$ cat config.mk
export PLATFORM = sky130hd
export DESIGN_NAME = rocm_reader_map
export DESIGN_NICKNAME = d
export VERILOG_FILES = /design/src/rocm_pkg.sv /design/src/rocm_mirror_drive.sv /design/src/rocm_reader_map.sv
export VERILOG_INCLUDE_DIRS = /design/src /design/src/src
export SDC_FILE = /design/constraint.sdc
export NUM_CORES = 1
export LEC_CHECK = 0
export ABC_CLOCK_PERIOD_IN_PS = 3880
export BUFFER_PORTS_ARGS = -buffer_cell sky130_fd_sc_hd__buf_2
export CAP_MARGIN = 20
export CORE_MARGIN = 1
export CORE_UTILIZATION = 47
export CTS_CLUSTER_DIAMETER = 50
export DETAILED_ROUTE_END_ITERATION = 10
export PLACE_DENSITY = 0.69
export SLEW_MARGIN = 10
export SYNTH_ARGS = -nofsm -noshare
export SYNTH_HDL_FRONTEND = slang
export SYNTH_SLANG_ARGS = --single-unit
$ cat constraint.sdc
create_clock -name mclk -period 3.88 [get_ports mclk]
set_input_delay 0.388 -clock mclk [delete_from_list [all_inputs] [get_ports mclk]]
set_output_delay 0.388 -clock mclk [all_outputs]
set_load 0.02 [all_outputs]
$ cat src/rocm_cfg.svh
`ifndef ROCM_CFG_SVH
`define ROCM_CFG_SVH

// ---------------------------------------------------------------
// channel numbers of the eight output words
// ---------------------------------------------------------------
`define ROCM_CH_CTRL_STATUS 3'h0
`define ROCM_CH_TRANSPORT 3'h1
`define ROCM_CH_OPTION 3'h2
`define ROCM_CH_INDICATOR 3'h3
`define ROCM_CH_MOTION 3'h4
`define ROCM_CH_FONT 3'h5
`define ROCM_CH_VIDEO 3'h6
`define ROCM_CH_IMAGE 3'h7
`define ROCM_CH_COUNT 8
`define ROCM_WORD_RESET 16'h0000

// ---------------------------------------------------------------
// bit positions; line xx00 carries weight 2^15
// ---------------------------------------------------------------
`define ROCM_BIT_ALIVE 15
`define ROCM_BIT_REV_ACCEL 13
`define ROCM_BIT_HALT 11
`define ROCM_BIT_CLEAR_CHAR 7
`define ROCM_SPEED_HI 3
`define ROCM_SPEED_LO 0
`define ROCM_BIT_MARK_SENSE 15
`define ROCM_BIT_NUMERIC 14
`define ROCM_BIT_ALPHA5 12
`define ROCM_BIT_ALPHA21 11
`define ROCM_ALT_FONT_HI 7
`define ROCM_ALT_FONT_LO 5
`define ROCM_PITCH_HI 4
`define ROCM_PITCH_LO 3
`define ROCM_BIT_THICKEN 15
`define ROCM_BIT_BLACK_FILL 14
`define ROCM_VACC_HI 13
`define ROCM_VACC_LO 8
`define ROCM_QUANT_HI 7
`define ROCM_QUANT_LO 0
`define ROCM_IMG_HI 15
`define ROCM_IMG_LO 2
`define ROCM_IMG_CTL_HI 1
`define ROCM_IMG_CTL_LO 0

// ---------------------------------------------------------------
// pitch codes and their characters per inch
// ---------------------------------------------------------------
`define ROCM_PITCH_CODE_10 2'h0
`define ROCM_PITCH_CODE_8 2'h1
`define ROCM_PITCH_CODE_7 2'h2
`define ROCM_CPI_10 4'hA
`define ROCM_CPI_8 4'h8
`define ROCM_CPI_7 4'h7
`define ROCM_CPI_OPEN 4'h0

// ---------------------------------------------------------------
// timing
// ---------------------------------------------------------------
`define ROCM_CLK_HZ 50000000
`define ROCM_ACCEL_IPS2 62000
`define ROCM_ACCEL_STEP_CYC (`ROCM_CLK_HZ / `ROCM_ACCEL_IPS2)
`define ROCM_NOMINAL_IPS 16'h004B
`define ROCM_SPEED_LIMIT 16'hFFFF
`define ROCM_ALIVE_MS 100
`define ROCM_ALIVE_CYC (`ROCM_CLK_HZ / 1000 * `ROCM_ALIVE_MS)

`endif

$ cat src/rocm_pkg.sv
package rocm_pkg;

  // mirror motion phases
  typedef enum logic [1:0] {
    ROCM_MIR_IDLE,
    ROCM_MIR_ACCEL,
    ROCM_MIR_DECEL,
    ROCM_MIR_CRUISE
  } rocm_mir_state_t;

  // one channel write from the controller
  typedef struct packed {
    logic write;
    logic [2:0] sel;
    logic [15:0] data;
  } rocm_chan_wr_t;

  // recognition matrix enables
  typedef struct packed {
    logic [2:0] altFont;
    logic numeric19;
    logic numericZero;
    logic alpha5;
    logic alpha21;
  } rocm_matrix_en_t;

  // video shaping settings
  typedef struct packed {
    logic thicken;
    logic blackFill;
    logic [5:0] vertAccum;
    logic [7:0] quant;
  } rocm_video_t;

endpackage : rocm_pkg

$ cat src/rocm_mirror_drive.sv
`timescale 1ns/1ns
`include "rocm_cfg.svh"

module rocm_mirror_drive (
  input wire logic mclk,
  input wire logic rst_n,
  input wire logic accelReverse,
  input wire logic haltCmd,
  output rocm_pkg::rocm_mir_state_t mirState,
  output logic [15:0] mirSpeed
);

  localparam logic [9:0] STEP_LAST = 10'(`ROCM_ACCEL_STEP_CYC - 1);

  rocm_pkg::rocm_mir_state_t state_ff;
  rocm_pkg::rocm_mir_state_t nxt_state;
  logic [15:0] speed_ff;
  logic [15:0] nxt_speed;
  logic [9:0] step_ff;
  logic [9:0] nxt_step;
  logic tick;

  // ---------------------------------------------------------------
  // motion profile
  // ---------------------------------------------------------------
  // one ips change per step gives the fixed acceleration; halt wins
  always_comb begin
    tick = (step_ff == STEP_LAST);
    nxt_state = state_ff;
    nxt_speed = speed_ff;
    nxt_step = tick ? 10'h000 : step_ff + 10'h001;
    case (state_ff)
      rocm_pkg::ROCM_MIR_IDLE: begin
        nxt_step = 10'h000;
        if (accelReverse && !haltCmd) begin
          nxt_state = rocm_pkg::ROCM_MIR_ACCEL;
        end
      end
      rocm_pkg::ROCM_MIR_ACCEL: begin
        if (haltCmd) begin
          nxt_state = rocm_pkg::ROCM_MIR_IDLE;
          nxt_speed = 16'h0000;
        end else if (!accelReverse) begin
          nxt_state = rocm_pkg::ROCM_MIR_DECEL;
        end else if (tick && speed_ff != `ROCM_SPEED_LIMIT) begin
          nxt_speed = speed_ff + 16'h0001;
        end
      end
      rocm_pkg::ROCM_MIR_DECEL: begin
        if (haltCmd) begin
          nxt_state = rocm_pkg::ROCM_MIR_IDLE;
          nxt_speed = 16'h0000;
        end else if (accelReverse) begin
          nxt_state = rocm_pkg::ROCM_MIR_ACCEL;
        end else if (speed_ff == `ROCM_NOMINAL_IPS) begin
          nxt_state = rocm_pkg::ROCM_MIR_CRUISE;
        end else if (tick) begin
          // a short burst below nominal is brought up to it
          nxt_speed = (speed_ff > `ROCM_NOMINAL_IPS) ? speed_ff - 16'h0001 :
                      speed_ff + 16'h0001;
        end
      end
      default: begin
        // cruise at nominal speed until told to stop or to accelerate again
        if (haltCmd) begin
          nxt_state = rocm_pkg::ROCM_MIR_IDLE;
          nxt_speed = 16'h0000;
        end else if (accelReverse) begin
          nxt_state = rocm_pkg::ROCM_MIR_ACCEL;
        end
      end
    endcase
  end

  always_ff @(posedge mclk or negedge rst_n) begin
    if (!rst_n) begin
      state_ff <= rocm_pkg::ROCM_MIR_IDLE;
      speed_ff <= 16'h0000;
      step_ff <= 10'h000;
    end else begin
      state_ff <= nxt_state;
      speed_ff <= nxt_speed;
      step_ff <= nxt_step;
    end
  end

  assign mirState = state_ff;
  assign mirSpeed = speed_ff;
endmodule : rocm_mirror_drive

$ cat src/rocm_reader_map.sv
`timescale 1ns/1ns
`include "rocm_cfg.svh"

// Overview of operation
// - reverse accel line high drives mirror speed up from zero at fixed acceleration.
// - releasing accel line decelerates mirror at same rate to 75 ips.
// - each alternate font line enables one installed optional character set.
// - numeric line enables only digit matrices 1 through 9.
// - five-letter alpha line enables matrices C, S, T, X, Z.
// - twenty-one-letter alpha line enables the remaining letter matrices.
// - pitch code 00 is 10 cpi, 01 is 8, 10 is 7, 11 open.
module rocm_reader_map #(
  parameter int unsigned ALIVE_TIMEOUT_CYC = `ROCM_ALIVE_CYC
) (
  input wire logic mclk,
  input wire logic rst_n,
  input rocm_pkg::rocm_chan_wr_t chanWr,
  output logic [15:0] controllerStatus,
  output logic [15:0] transportStatus,
  output logic [15:0] readerOption,
  output logic [15:0] indicatorControl,
  output rocm_pkg::rocm_mir_state_t mirState,
  output logic [15:0] mirSpeed,
  output rocm_pkg::rocm_matrix_en_t matrixEn,
  output logic [3:0] charsPerInch,
  output logic pitchOpen,
  output logic [3:0] advanceSpeed,
  output logic speedConflict,
  output rocm_pkg::rocm_video_t videoSet,
  output logic [13:0] imageColumn,
  output logic [1:0] imageCtl,
  output logic clearCharPulse,
  output logic powerShutdown
);

  localparam logic [22:0] ALIVE_LAST = 23'(ALIVE_TIMEOUT_CYC - 1);

  // ---------------------------------------------------------------
  // channel word store
  // ---------------------------------------------------------------
  logic [15:0] word_ff [`ROCM_CH_COUNT];
  logic [15:0] nxt_word [`ROCM_CH_COUNT];

  // only the addressed word changes; the rest keep their lines steady
  always_comb begin
    for (int i = 0; i < `ROCM_CH_COUNT; i++) begin
      nxt_word[i] = word_ff[i];
    end
    if (chanWr.write) begin
      nxt_word[chanWr.sel] = chanWr.data;
    end
  end

  always_ff @(posedge mclk or negedge rst_n) begin
    if (!rst_n) begin
      for (int i = 0; i < `ROCM_CH_COUNT; i++) begin
        word_ff[i] <= `ROCM_WORD_RESET;
      end
    end else begin
      for (int i = 0; i < `ROCM_CH_COUNT; i++) begin
        word_ff[i] <= nxt_word[i];
      end
    end
  end

  // status words go out as held, bit 15 first
  assign controllerStatus = word_ff[`ROCM_CH_CTRL_STATUS];
  assign transportStatus = word_ff[`ROCM_CH_TRANSPORT];
  assign readerOption = word_ff[`ROCM_CH_OPTION];
  assign indicatorControl = word_ff[`ROCM_CH_INDICATOR];

  // ---------------------------------------------------------------
  // mirror drive
  // ---------------------------------------------------------------
  logic [15:0] motionWord;
  assign motionWord = word_ff[`ROCM_CH_MOTION];

  // a plain level per line, so the controller owns pulse widths
  rocm_mirror_drive u_mirror (
    .mclk(mclk),
    .rst_n(rst_n),
    .accelReverse(motionWord[`ROCM_BIT_REV_ACCEL]),
    .haltCmd(motionWord[`ROCM_BIT_HALT]),
    .mirState(mirState),
    .mirSpeed(mirSpeed)
  );

  // ---------------------------------------------------------------
  // decoded reader settings
  // ---------------------------------------------------------------
  rocm_pkg::rocm_matrix_en_t matrix_ff;
  rocm_pkg::rocm_matrix_en_t nxt_matrix;
  rocm_pkg::rocm_video_t video_ff;
  rocm_pkg::rocm_video_t nxt_video;
  logic [3:0] cpi_ff;
  logic [3:0] nxt_cpi;
  logic open_ff;
  logic nxt_open;
  logic [3:0] speed_ff;
  logic [3:0] nxt_speedSel;
  logic conflict_ff;
  logic nxt_conflict;
  logic [13:0] img_ff;
  logic [13:0] nxt_img;
  logic [1:0] imgCtl_ff;
  logic [1:0] nxt_imgCtl;
  logic [15:0] fontWord;
  logic [15:0] videoWord;
  logic [15:0] imageWord;
  logic [1:0] pitchCode;

  assign fontWord = word_ff[`ROCM_CH_FONT];
  assign videoWord = word_ff[`ROCM_CH_VIDEO];
  assign imageWord = word_ff[`ROCM_CH_IMAGE];
  assign pitchCode = fontWord[`ROCM_PITCH_HI:`ROCM_PITCH_LO];

  // one cycle behind the word; settings are levels, latency is harmless
  always_comb begin
    nxt_matrix.altFont = fontWord[`ROCM_ALT_FONT_HI:`ROCM_ALT_FONT_LO];
    nxt_matrix.numeric19 = fontWord[`ROCM_BIT_NUMERIC];
    // zero needs mark sense on top of numeric
    nxt_matrix.numericZero = fontWord[`ROCM_BIT_NUMERIC] &
                             fontWord[`ROCM_BIT_MARK_SENSE];
    nxt_matrix.alpha5 = fontWord[`ROCM_BIT_ALPHA5];
    nxt_matrix.alpha21 = fontWord[`ROCM_BIT_ALPHA21];
    nxt_open = 1'b0;
    if (pitchCode == `ROCM_PITCH_CODE_10) begin
      nxt_cpi = `ROCM_CPI_10;
    end else if (pitchCode == `ROCM_PITCH_CODE_8) begin
      nxt_cpi = `ROCM_CPI_8;
    end else if (pitchCode == `ROCM_PITCH_CODE_7) begin
      nxt_cpi = `ROCM_CPI_7;
    end else begin
      nxt_cpi = `ROCM_CPI_OPEN;
      nxt_open = 1'b1;
    end
    nxt_speedSel = motionWord[`ROCM_SPEED_HI:`ROCM_SPEED_LO];
    // more than one speed line is flagged, never resolved here
    nxt_conflict = ($countones(nxt_speedSel) > 1);
    nxt_video.thicken = videoWord[`ROCM_BIT_THICKEN];
    nxt_video.blackFill = videoWord[`ROCM_BIT_BLACK_FILL];
    nxt_video.vertAccum = videoWord[`ROCM_VACC_HI:`ROCM_VACC_LO];
    nxt_video.quant = videoWord[`ROCM_QUANT_HI:`ROCM_QUANT_LO];
    nxt_img = imageWord[`ROCM_IMG_HI:`ROCM_IMG_LO];
    nxt_imgCtl = imageWord[`ROCM_IMG_CTL_HI:`ROCM_IMG_CTL_LO];
  end

  always_ff @(posedge mclk or negedge rst_n) begin
    if (!rst_n) begin
      matrix_ff <= '0;
      video_ff <= '0;
      cpi_ff <= `ROCM_CPI_10;
      open_ff <= 1'b0;
      speed_ff <= 4'h0;
      conflict_ff <= 1'b0;
      img_ff <= 14'h0000;
      imgCtl_ff <= 2'h0;
    end else begin
      matrix_ff <= nxt_matrix;
      video_ff <= nxt_video;
      cpi_ff <= nxt_cpi;
      open_ff <= nxt_open;
      speed_ff <= nxt_speedSel;
      conflict_ff <= nxt_conflict;
      img_ff <= nxt_img;
      imgCtl_ff <= nxt_imgCtl;
    end
  end

  assign matrixEn = matrix_ff;
  assign charsPerInch = cpi_ff;
  assign pitchOpen = open_ff;
  assign advanceSpeed = speed_ff;
  assign speedConflict = conflict_ff;
  assign videoSet = video_ff;
  assign imageColumn = img_ff;
  assign imageCtl = imgCtl_ff;

  // ---------------------------------------------------------------
  // clear character and running watchdog
  // ---------------------------------------------------------------
  logic clrPrev_ff;
  logic clrPulse_ff;
  logic nxt_clrPulse;
  logic alivePrev_ff;
  logic armed_ff;
  logic nxt_armed;
  logic [22:0] wd_ff;
  logic [22:0] nxt_wd;
  logic shut_ff;
  logic nxt_shut;
  logic aliveRise;

  // edges of held levels, since the controller pulses by two writes
  always_comb begin
    aliveRise = indicatorControl[`ROCM_BIT_ALIVE] & ~alivePrev_ff;
    nxt_clrPulse = motionWord[`ROCM_BIT_CLEAR_CHAR] & ~clrPrev_ff;
    nxt_armed = armed_ff | aliveRise;
    nxt_wd = wd_ff;
    nxt_shut = shut_ff;
    if (aliveRise) begin
      nxt_wd = 23'h00_0000;
    end else if (armed_ff && !shut_ff) begin
      if (wd_ff == ALIVE_LAST) begin
        nxt_shut = 1'b1;
      end else begin
        nxt_wd = wd_ff + 23'h00_0001;
      end
    end
  end

  // shutdown latches until reset; power drop is not recoverable
  always_ff @(posedge mclk or negedge rst_n) begin
    if (!rst_n) begin
      clrPrev_ff <= 1'b0;
      clrPulse_ff <= 1'b0;
      alivePrev_ff <= 1'b0;
      armed_ff <= 1'b0;
      wd_ff <= 23'h00_0000;
      shut_ff <= 1'b0;
    end else begin
      clrPrev_ff <= motionWord[`ROCM_BIT_CLEAR_CHAR];
      clrPulse_ff <= nxt_clrPulse;
      alivePrev_ff <= indicatorControl[`ROCM_BIT_ALIVE];
      armed_ff <= nxt_armed;
      wd_ff <= nxt_wd;
      shut_ff <= nxt_shut;
    end
  end

  assign clearCharPulse = clrPulse_ff;
  assign powerShutdown = shut_ff;
endmodule : rocm_reader_map

* Word-level counts from Yosys, hierarchy flattened
Index checks and enable logic that the tools add are counted.
** Word-level totals
- Register bits after elaboration :: 233
- Input bits :: 22
- Output and inout bits :: 133
- Word-level logic and storage cells :: 117
** Operators by class
- Add/sub/neg operators :: 7
- $lt $le $gt $ge :: 4
- Equal/unequal tests :: 17
- Multiplexer cells :: 33
- Bitwise logic cells :: 9
- Reductions and logical operators :: 15
** Operator list (count)
- 16-bit two-way mux :: 10
- 128-bit bitwise mux :: 1
- 23-bit two-way mux :: 3
- 16-bit demux with 3-bit select :: 1
- 16-bit case mux with 3 select lines :: 1
- 23-bit by 1-bit adder with 23-bit output (second input constant) :: 1
- 23-bit equality test (second input constant) :: 1
- 10-bit two-way mux :: 2
- 16-bit by 1-bit adder with 16-bit output (second input constant) :: 1
- 16-bit by 7-bit equality test with 1-bit output (second input constant) :: 1
- 16-bit by 7-bit greater-than comparator with 1-bit output (second input constant) :: 1
- 2-bit two-way mux :: 8
- 16-bit != test (second input constant) :: 1
- 16-bit by 1-bit subtractor with 16-bit output (second input constant) :: 1
- 3-bit != test (second input constant) :: 4
- 10-bit by 1-bit adder with 10-bit output (second input constant) :: 1
- 10-bit equality test (second input constant) :: 1
- 4-bit two-way mux :: 2
- 7-bit AND reduction :: 1
- 3-bit by 2-bit != test with 1-bit output (second input constant) :: 2
- 2-bit case mux with 3 select lines :: 1
- 5-bit nonzero test :: 1
- 1-bit by 1-bit adder with 2-bit output :: 2
- 2-bit by 1-bit equality test with 1-bit output (second input constant) :: 2
- 22 further kinds :: 35

* Longest topological paths before layout
- Word-level depth :: 7
- Depth in mapped cells :: 10
- Depth with buffers taken out :: 8

* Modules after synthesis
A second synthesis with hierarchy kept.
** Unflattened totals
- Cells, all modules :: 724
- Area total of the unflattened synthesis :: 9038.7 µm²
** By module, submodules not included
- rocm_reader_map :: instances 1, cells each 468, area each 6894.1 µm², seq. area each 4707.0 µm²
- rocm_mirror_drive :: instances 1, cells each 256, area each 2144.6 µm², seq. area each 700.7 µm²

* Worst setup path before layout
Ideal clock, no wire load.
- Kind :: register to register
- Start point :: register u_mirror.state_ff[1] (netlist: u_mirror.mirState[1])
- End point :: register u_mirror.speed_ff[15] (netlist: u_mirror.mirSpeed[15])
- Library setup time :: 0.066 ns
- Arrival :: 2.194 ns
- Data required time :: 3.814 ns
- Slack :: 1.620 ns
- Cell stages (with the launch flop) :: 11
- Path buffers :: 2
- Period minus slack after synthesis :: 2.260 ns
- Cell sequence :: dfrtp_1 > inv_1 > ha_1 > clkbuf_1 > nand2b_1 > nor3_1 > a31oi_1 > o21a_1 > clkbuf_1 > mux2_2 > nand2_1
** Between the ends
- Word-level cells in the longest chain between the ends :: 3
- Elaborated cells on any way between the ends :: 12
- Classes of those cells :: eq/ne (7); mux (1); bitwise (1); reduce/logical (3)
** Ends and longest elaborated chain
- start, declared :: RTL line rocm_mirror_drive.sv:15 : rocm_pkg::rocm_mir_state_t state_ff;
- start signal, assigned :: RTL line rocm_mirror_drive.sv:77 : state_ff <= rocm_pkg::ROCM_MIR_IDLE;
- start signal, assigned :: RTL line rocm_mirror_drive.sv:81 : state_ff <= nxt_state;
- 2-bit equality test (tied with other cells) :: RTL line rocm_mirror_drive.sv:32 : case (state_ff)
- 3-bit by 2-bit != test with 1-bit output (no line) (tied with other cells)
- 7-bit AND reduction (no line)
- end signal, assigned :: RTL line rocm_mirror_drive.sv:82 : speed_ff <= nxt_speed;
- end, declared :: RTL line rocm_mirror_drive.sv:17 : logic [15:0] speed_ff;
Several ways; a longest one is shown, not always the timed one.
A chain may end at the register's enable or synchronous reset.

* Worst setup path after layout
- Start point :: register u_mirror.state_ff[1] (netlist: u_mirror.mirState[1])
- End point :: register u_mirror.speed_ff[12] (netlist: u_mirror.mirSpeed[12])
Same word-level chain as after synthesis.

==> run_results.csv <==
group,metric,value,unit
outcome,outcome,"finished clean",
layout,nNetsFinal,900,
drt,drc,0,
logic_synthesis,ys.flop_type,"dfrtp_1",
placed_design,dp.cells,1073,
power_and_ir_drop,pwr-share-seq,41.1,%
critical_path,crit_buf_inv,2,
critical_path,timing.rr.end,"u_mirror.mirSpeed[12]$_DFFE_PN0P_",
power_and_ir_drop,power.leakage,5.08,nW
timing,slew-limit-headroom,39.5,%
global_route,gr-total-overflow,0,
run,drv_cap,0,
global_route,grt_pass1_vias,6142,
drt,drt_pre_antenna_iters,5,
clocking,cts_resized,0,
floorplan,ioPinCount,155,
logic_synthesis,synthesis.area,9000,µm²
timing,tns,0,ps
critical_path,start_kind,"flip-flop",
logic_synthesis,ys_ff_latch,216,
critical_path,worst_setup_path_end_kind,"flip-flop",
placed_design,post_dp_cell_area,10000,µm²
clocking,clock_sinks,216,
critical_path,critPathLaunch,"u_mirror.mirState[1]$_DFFE_PN0P_",
critical_path,critical_path.slowest_cell,"dfrtp_1",
critical_path,worstPathMaxFanout,9,
critical_path,r2r_cells,9,
power_and_ir_drop,p_comb_share,24.0,%
worst_hold_path,hold_path_class,"in -> reg",
logic_synthesis,synthCells,707,
floorplan,die_h,140,µm
timing,finalCriticalPeriod,2570,ps
clocking,clock_latency,530,ps
critical_path,crit_chain,"inv_1 > ha_1 > nand2b_1 > nor3_1 > a31oi_1 > o21ai_1 > buf_4 > nor2_1 > o22a_1",
logic_synthesis,synth_edf_count,0,
layout,design_area,11000,µm²
logic_synthesis,avgSynthCellArea,12.7,µm²
floorplan,die_w,140,µm
critical_path,rrSetupSlack,1310,ps
placed_design,dp_hpwl,13700,µm
power_and_ir_drop,p_sw_share,32.0,%
clocking,htree_levels,1,
critical_path,crit_type,"reg -> reg",
logic_synthesis,synth_nets,739,
power_and_ir_drop,power.switching,2.27,mW
floorplan,initial_utilization,48.1,%
timing,period_share,66.1,%
floorplan,design.core.area,18700,µm²
logic_synthesis,seq_area_frac_synth,60.1,%
layout,area_growth,21.7,%
timing,fmax,390,MHz
power_and_ir_drop,power_density,647,nW/µm²
critical_path,worstPathArrival,2990,ps
critical_path,required,4300,ps
drt,routedWlPerCell,18.0,µm
critical_path,endpoint,"u_mirror.mirSpeed[12]$_DFFE_PN0P_",
placed_design,portBuffers,154,
global_route,grt_usage,21.1,%
timing,drv_slew,0,
drt,wirelength,20200,µm
critical_path,crit_cells,9,
logic_synthesis,ys_async_sr_fraction,100,%
placed_design,place_congestion,0.945,
logic_synthesis,yosys_warnings,0,
power_and_ir_drop,clkPwrFrac,34.9,%
clocking,clk_pin_slew,60,ps
layout,drive_above_1_share,38.1,%
clocking,cts_tree,"done",
worst_hold_path,hp-start,"chanWr[8]",
layout,antenna-diode-count,0,
clocking,postCtsSetupRepairBufs,0,
drt,vias,6093,
global_route,grtUsageMet3,7.21,%
logic_synthesis,yosysTopAreaCell,"dfrtp_1",
timing,worst_pin_slew,903,ps
timing,setup_viol,0,
global_route,antenna_found_initial,2,
global_route,grt_busiest_layer,"met2",
floorplan,num_rows,50,
logic_synthesis,ys_types,68,
global_route,met2_usage,33.3,%
drt,drt_iter0_drc,264,
critical_path,critical_path.top_delay_family,"compound AO/OA/AOI/OAI gates",
drt,detail-route-antenna-nets,0,
critical_path,max_stage_delay,420,ps
timing,skew,9.38,ps
logic_synthesis,netlist_top_cells_area,"dfrtp_1, mux2_2, nor2_1, xnor2_1, xor2_1",
global_route,grt_use_met1,28.0,%
drt,vias_per_cell,5.43,
clocking,root_buffer,"clkbuf_16",
critical_path,r2r_start,"u_mirror.mirState[1]$_DFFE_PN0P_",
power_and_ir_drop,p_int,4.82,mW
floorplan,dieArea,19700,µm²
timing,grt_setup_unrepaired,"no",
logic_synthesis,synth_top_area_share,59.5,%
power_and_ir_drop,ir_drop,0.000402,V
global_route,grt_max_degree,102,
layout,final_cells,1122,
clocking,numCtsBuffers,26,
clocking,clockBufferDepth,3,
global_route,grt_pass1_wl,33100,µm
timing,hold_viol_final,0,
==> worst min path at each step <==
stage	endpoint	slack (ps)	cells after the start
after floorplan	advanceSpeed[0]$_DFF_PN0_	90	0
after global placement	imageColumn[2]$_DFF_PN0_	350	0
after detailed placement	matrixEn[6]$_DFF_PN0_	360	0
after CTS	transportStatus[8]$_DFFE_PN0P_	130	2
after global routing	controllerStatus[8]$_DFFE_PN0P_	150	2
final	transportStatus[8]$_DFFE_PN0P_	160	2
==> state kept, by name, indices dropped and copies added, names as in the netlist, 2 cells and up <==
signal             cells
controllerStatus      16
matrixEn               7
imageColumn           14
videoSet              16
u_mirror.mirState      2
u_mirror.step_ff      10
imageCtl               2
charsPerInch           3
u_mirror.mirSpeed     16
readerOption          16
fontWord               9
advanceSpeed           4
motionWord             7
nxt_video             16
wd_ff                 23
transportStatus       16
imageWord             16
indicatorControl      16
==> layer usage <==
layer	wire, µm	up-vias
li1	-	2844
met1	8760	3047
met2	9420	167
met3	1640	33
met4	352	2
met5	17	-
==> synthesized netlist by cell type (all sizes together) (2+ instances only) <==
library cell / number
dfrtp: 214
nand3: 23
a22oi: 3
or3: 3
nor2b: 4
o22a: 4
o21a: 3
nand2: 33
and2: 3
and3: 10
nand2b: 7
a32oi: 2
o2111ai: 4
nor3b: 5
a211oi: 5
and3b: 2
a31oi: 7
and4: 4
dfstp: 2
nor2: 58
mux2: 111
or4: 4
o21ai: 28
ha: 9
buf: 12
inv: 22
xor2: 15
o22ai: 4
mux2i: 3
a21oi: 13
xnor2: 17
a2bb2oi: 3
nor3: 11
clkbuf: 19
nor4: 4
nand4b: 4
nand4: 12
==> what timing repair did <==
item,CTS,global route
hold buffers,1,0
setup endpoints to repair,0,0
endpoints found under the hold margin,64,0
==> final cells by class <==
cell class	instances	area, µm²
flip-flops and latches	216	5410
repair buffers	164	871
fillers	1557	7750
well taps	234	293
inverters	22	82.6
multi-input cells	438	3380
clock inverters	14	173
clock buffers	34	741
==> stage by stage <==
stage / util [%] / power [mW] / setup WS, ps / hold slack [ps]
final: 58.5 / 7.09 / 1310 / 163
after global routing: 58.5 / 7.45 / 1050 / 155
after CTS: 58.5 / 7.17 / 1310 / 132
after detailed placement: 53.6 / 4.65 / 1320 / 357
after global placement: 53.6 / 4.62 / 1390 / 353
after floorplan: - / 4.03 / 1620 / 92.4
==> logic make-up (layout without fill, tap and decap cells) <==
family	count (synthesis)	in the layout	synth area share (%)
AO/OA/AOI/OAI	90	90	6.87
XOR/XNOR	32	32	3.12
adder cells (fa/ha/maj)	10	10	1.47
buffers and inverters	53	234	2.48
flip-flops	216	216	60.1
multiplexers	114	114	14.2
AND/OR/NAND/NOR	192	192	11.7
==> power by group through the flow <==
stage	combinational (mW)	sequential [mW]	clock, mW
2_1_floorplan	0.769	3.27	0
3_3_place_gp	1.69	2.93	0
3_5_place_dp	1.70	2.95	0
4_1_cts	1.72	2.92	2.54
5_1_grt	1.84	2.98	2.63
6_report	1.70	2.92	2.48
==> placed cells by master (no fill, tap or decap), drive strengths merged, types with 10 or more instances in the layout <==
cell type / netlist / layout
nand3: 23 / 23
xor2: 15 / 15
a21oi: 13 / 13
buf: 12 / 163
inv: 22 / 26
nor2: 58 / 58
nand4: 12 / 12
dfrtp: 214 / 214
mux2: 111 / 111
nand2: 33 / 33
xnor2: 17 / 17
nor3: 11 / 11
and3: 10 / 10
clkbuf: 19 / 34
o21ai: 28 / 28
No activity file was read; power rests on OpenSTA's default activity.
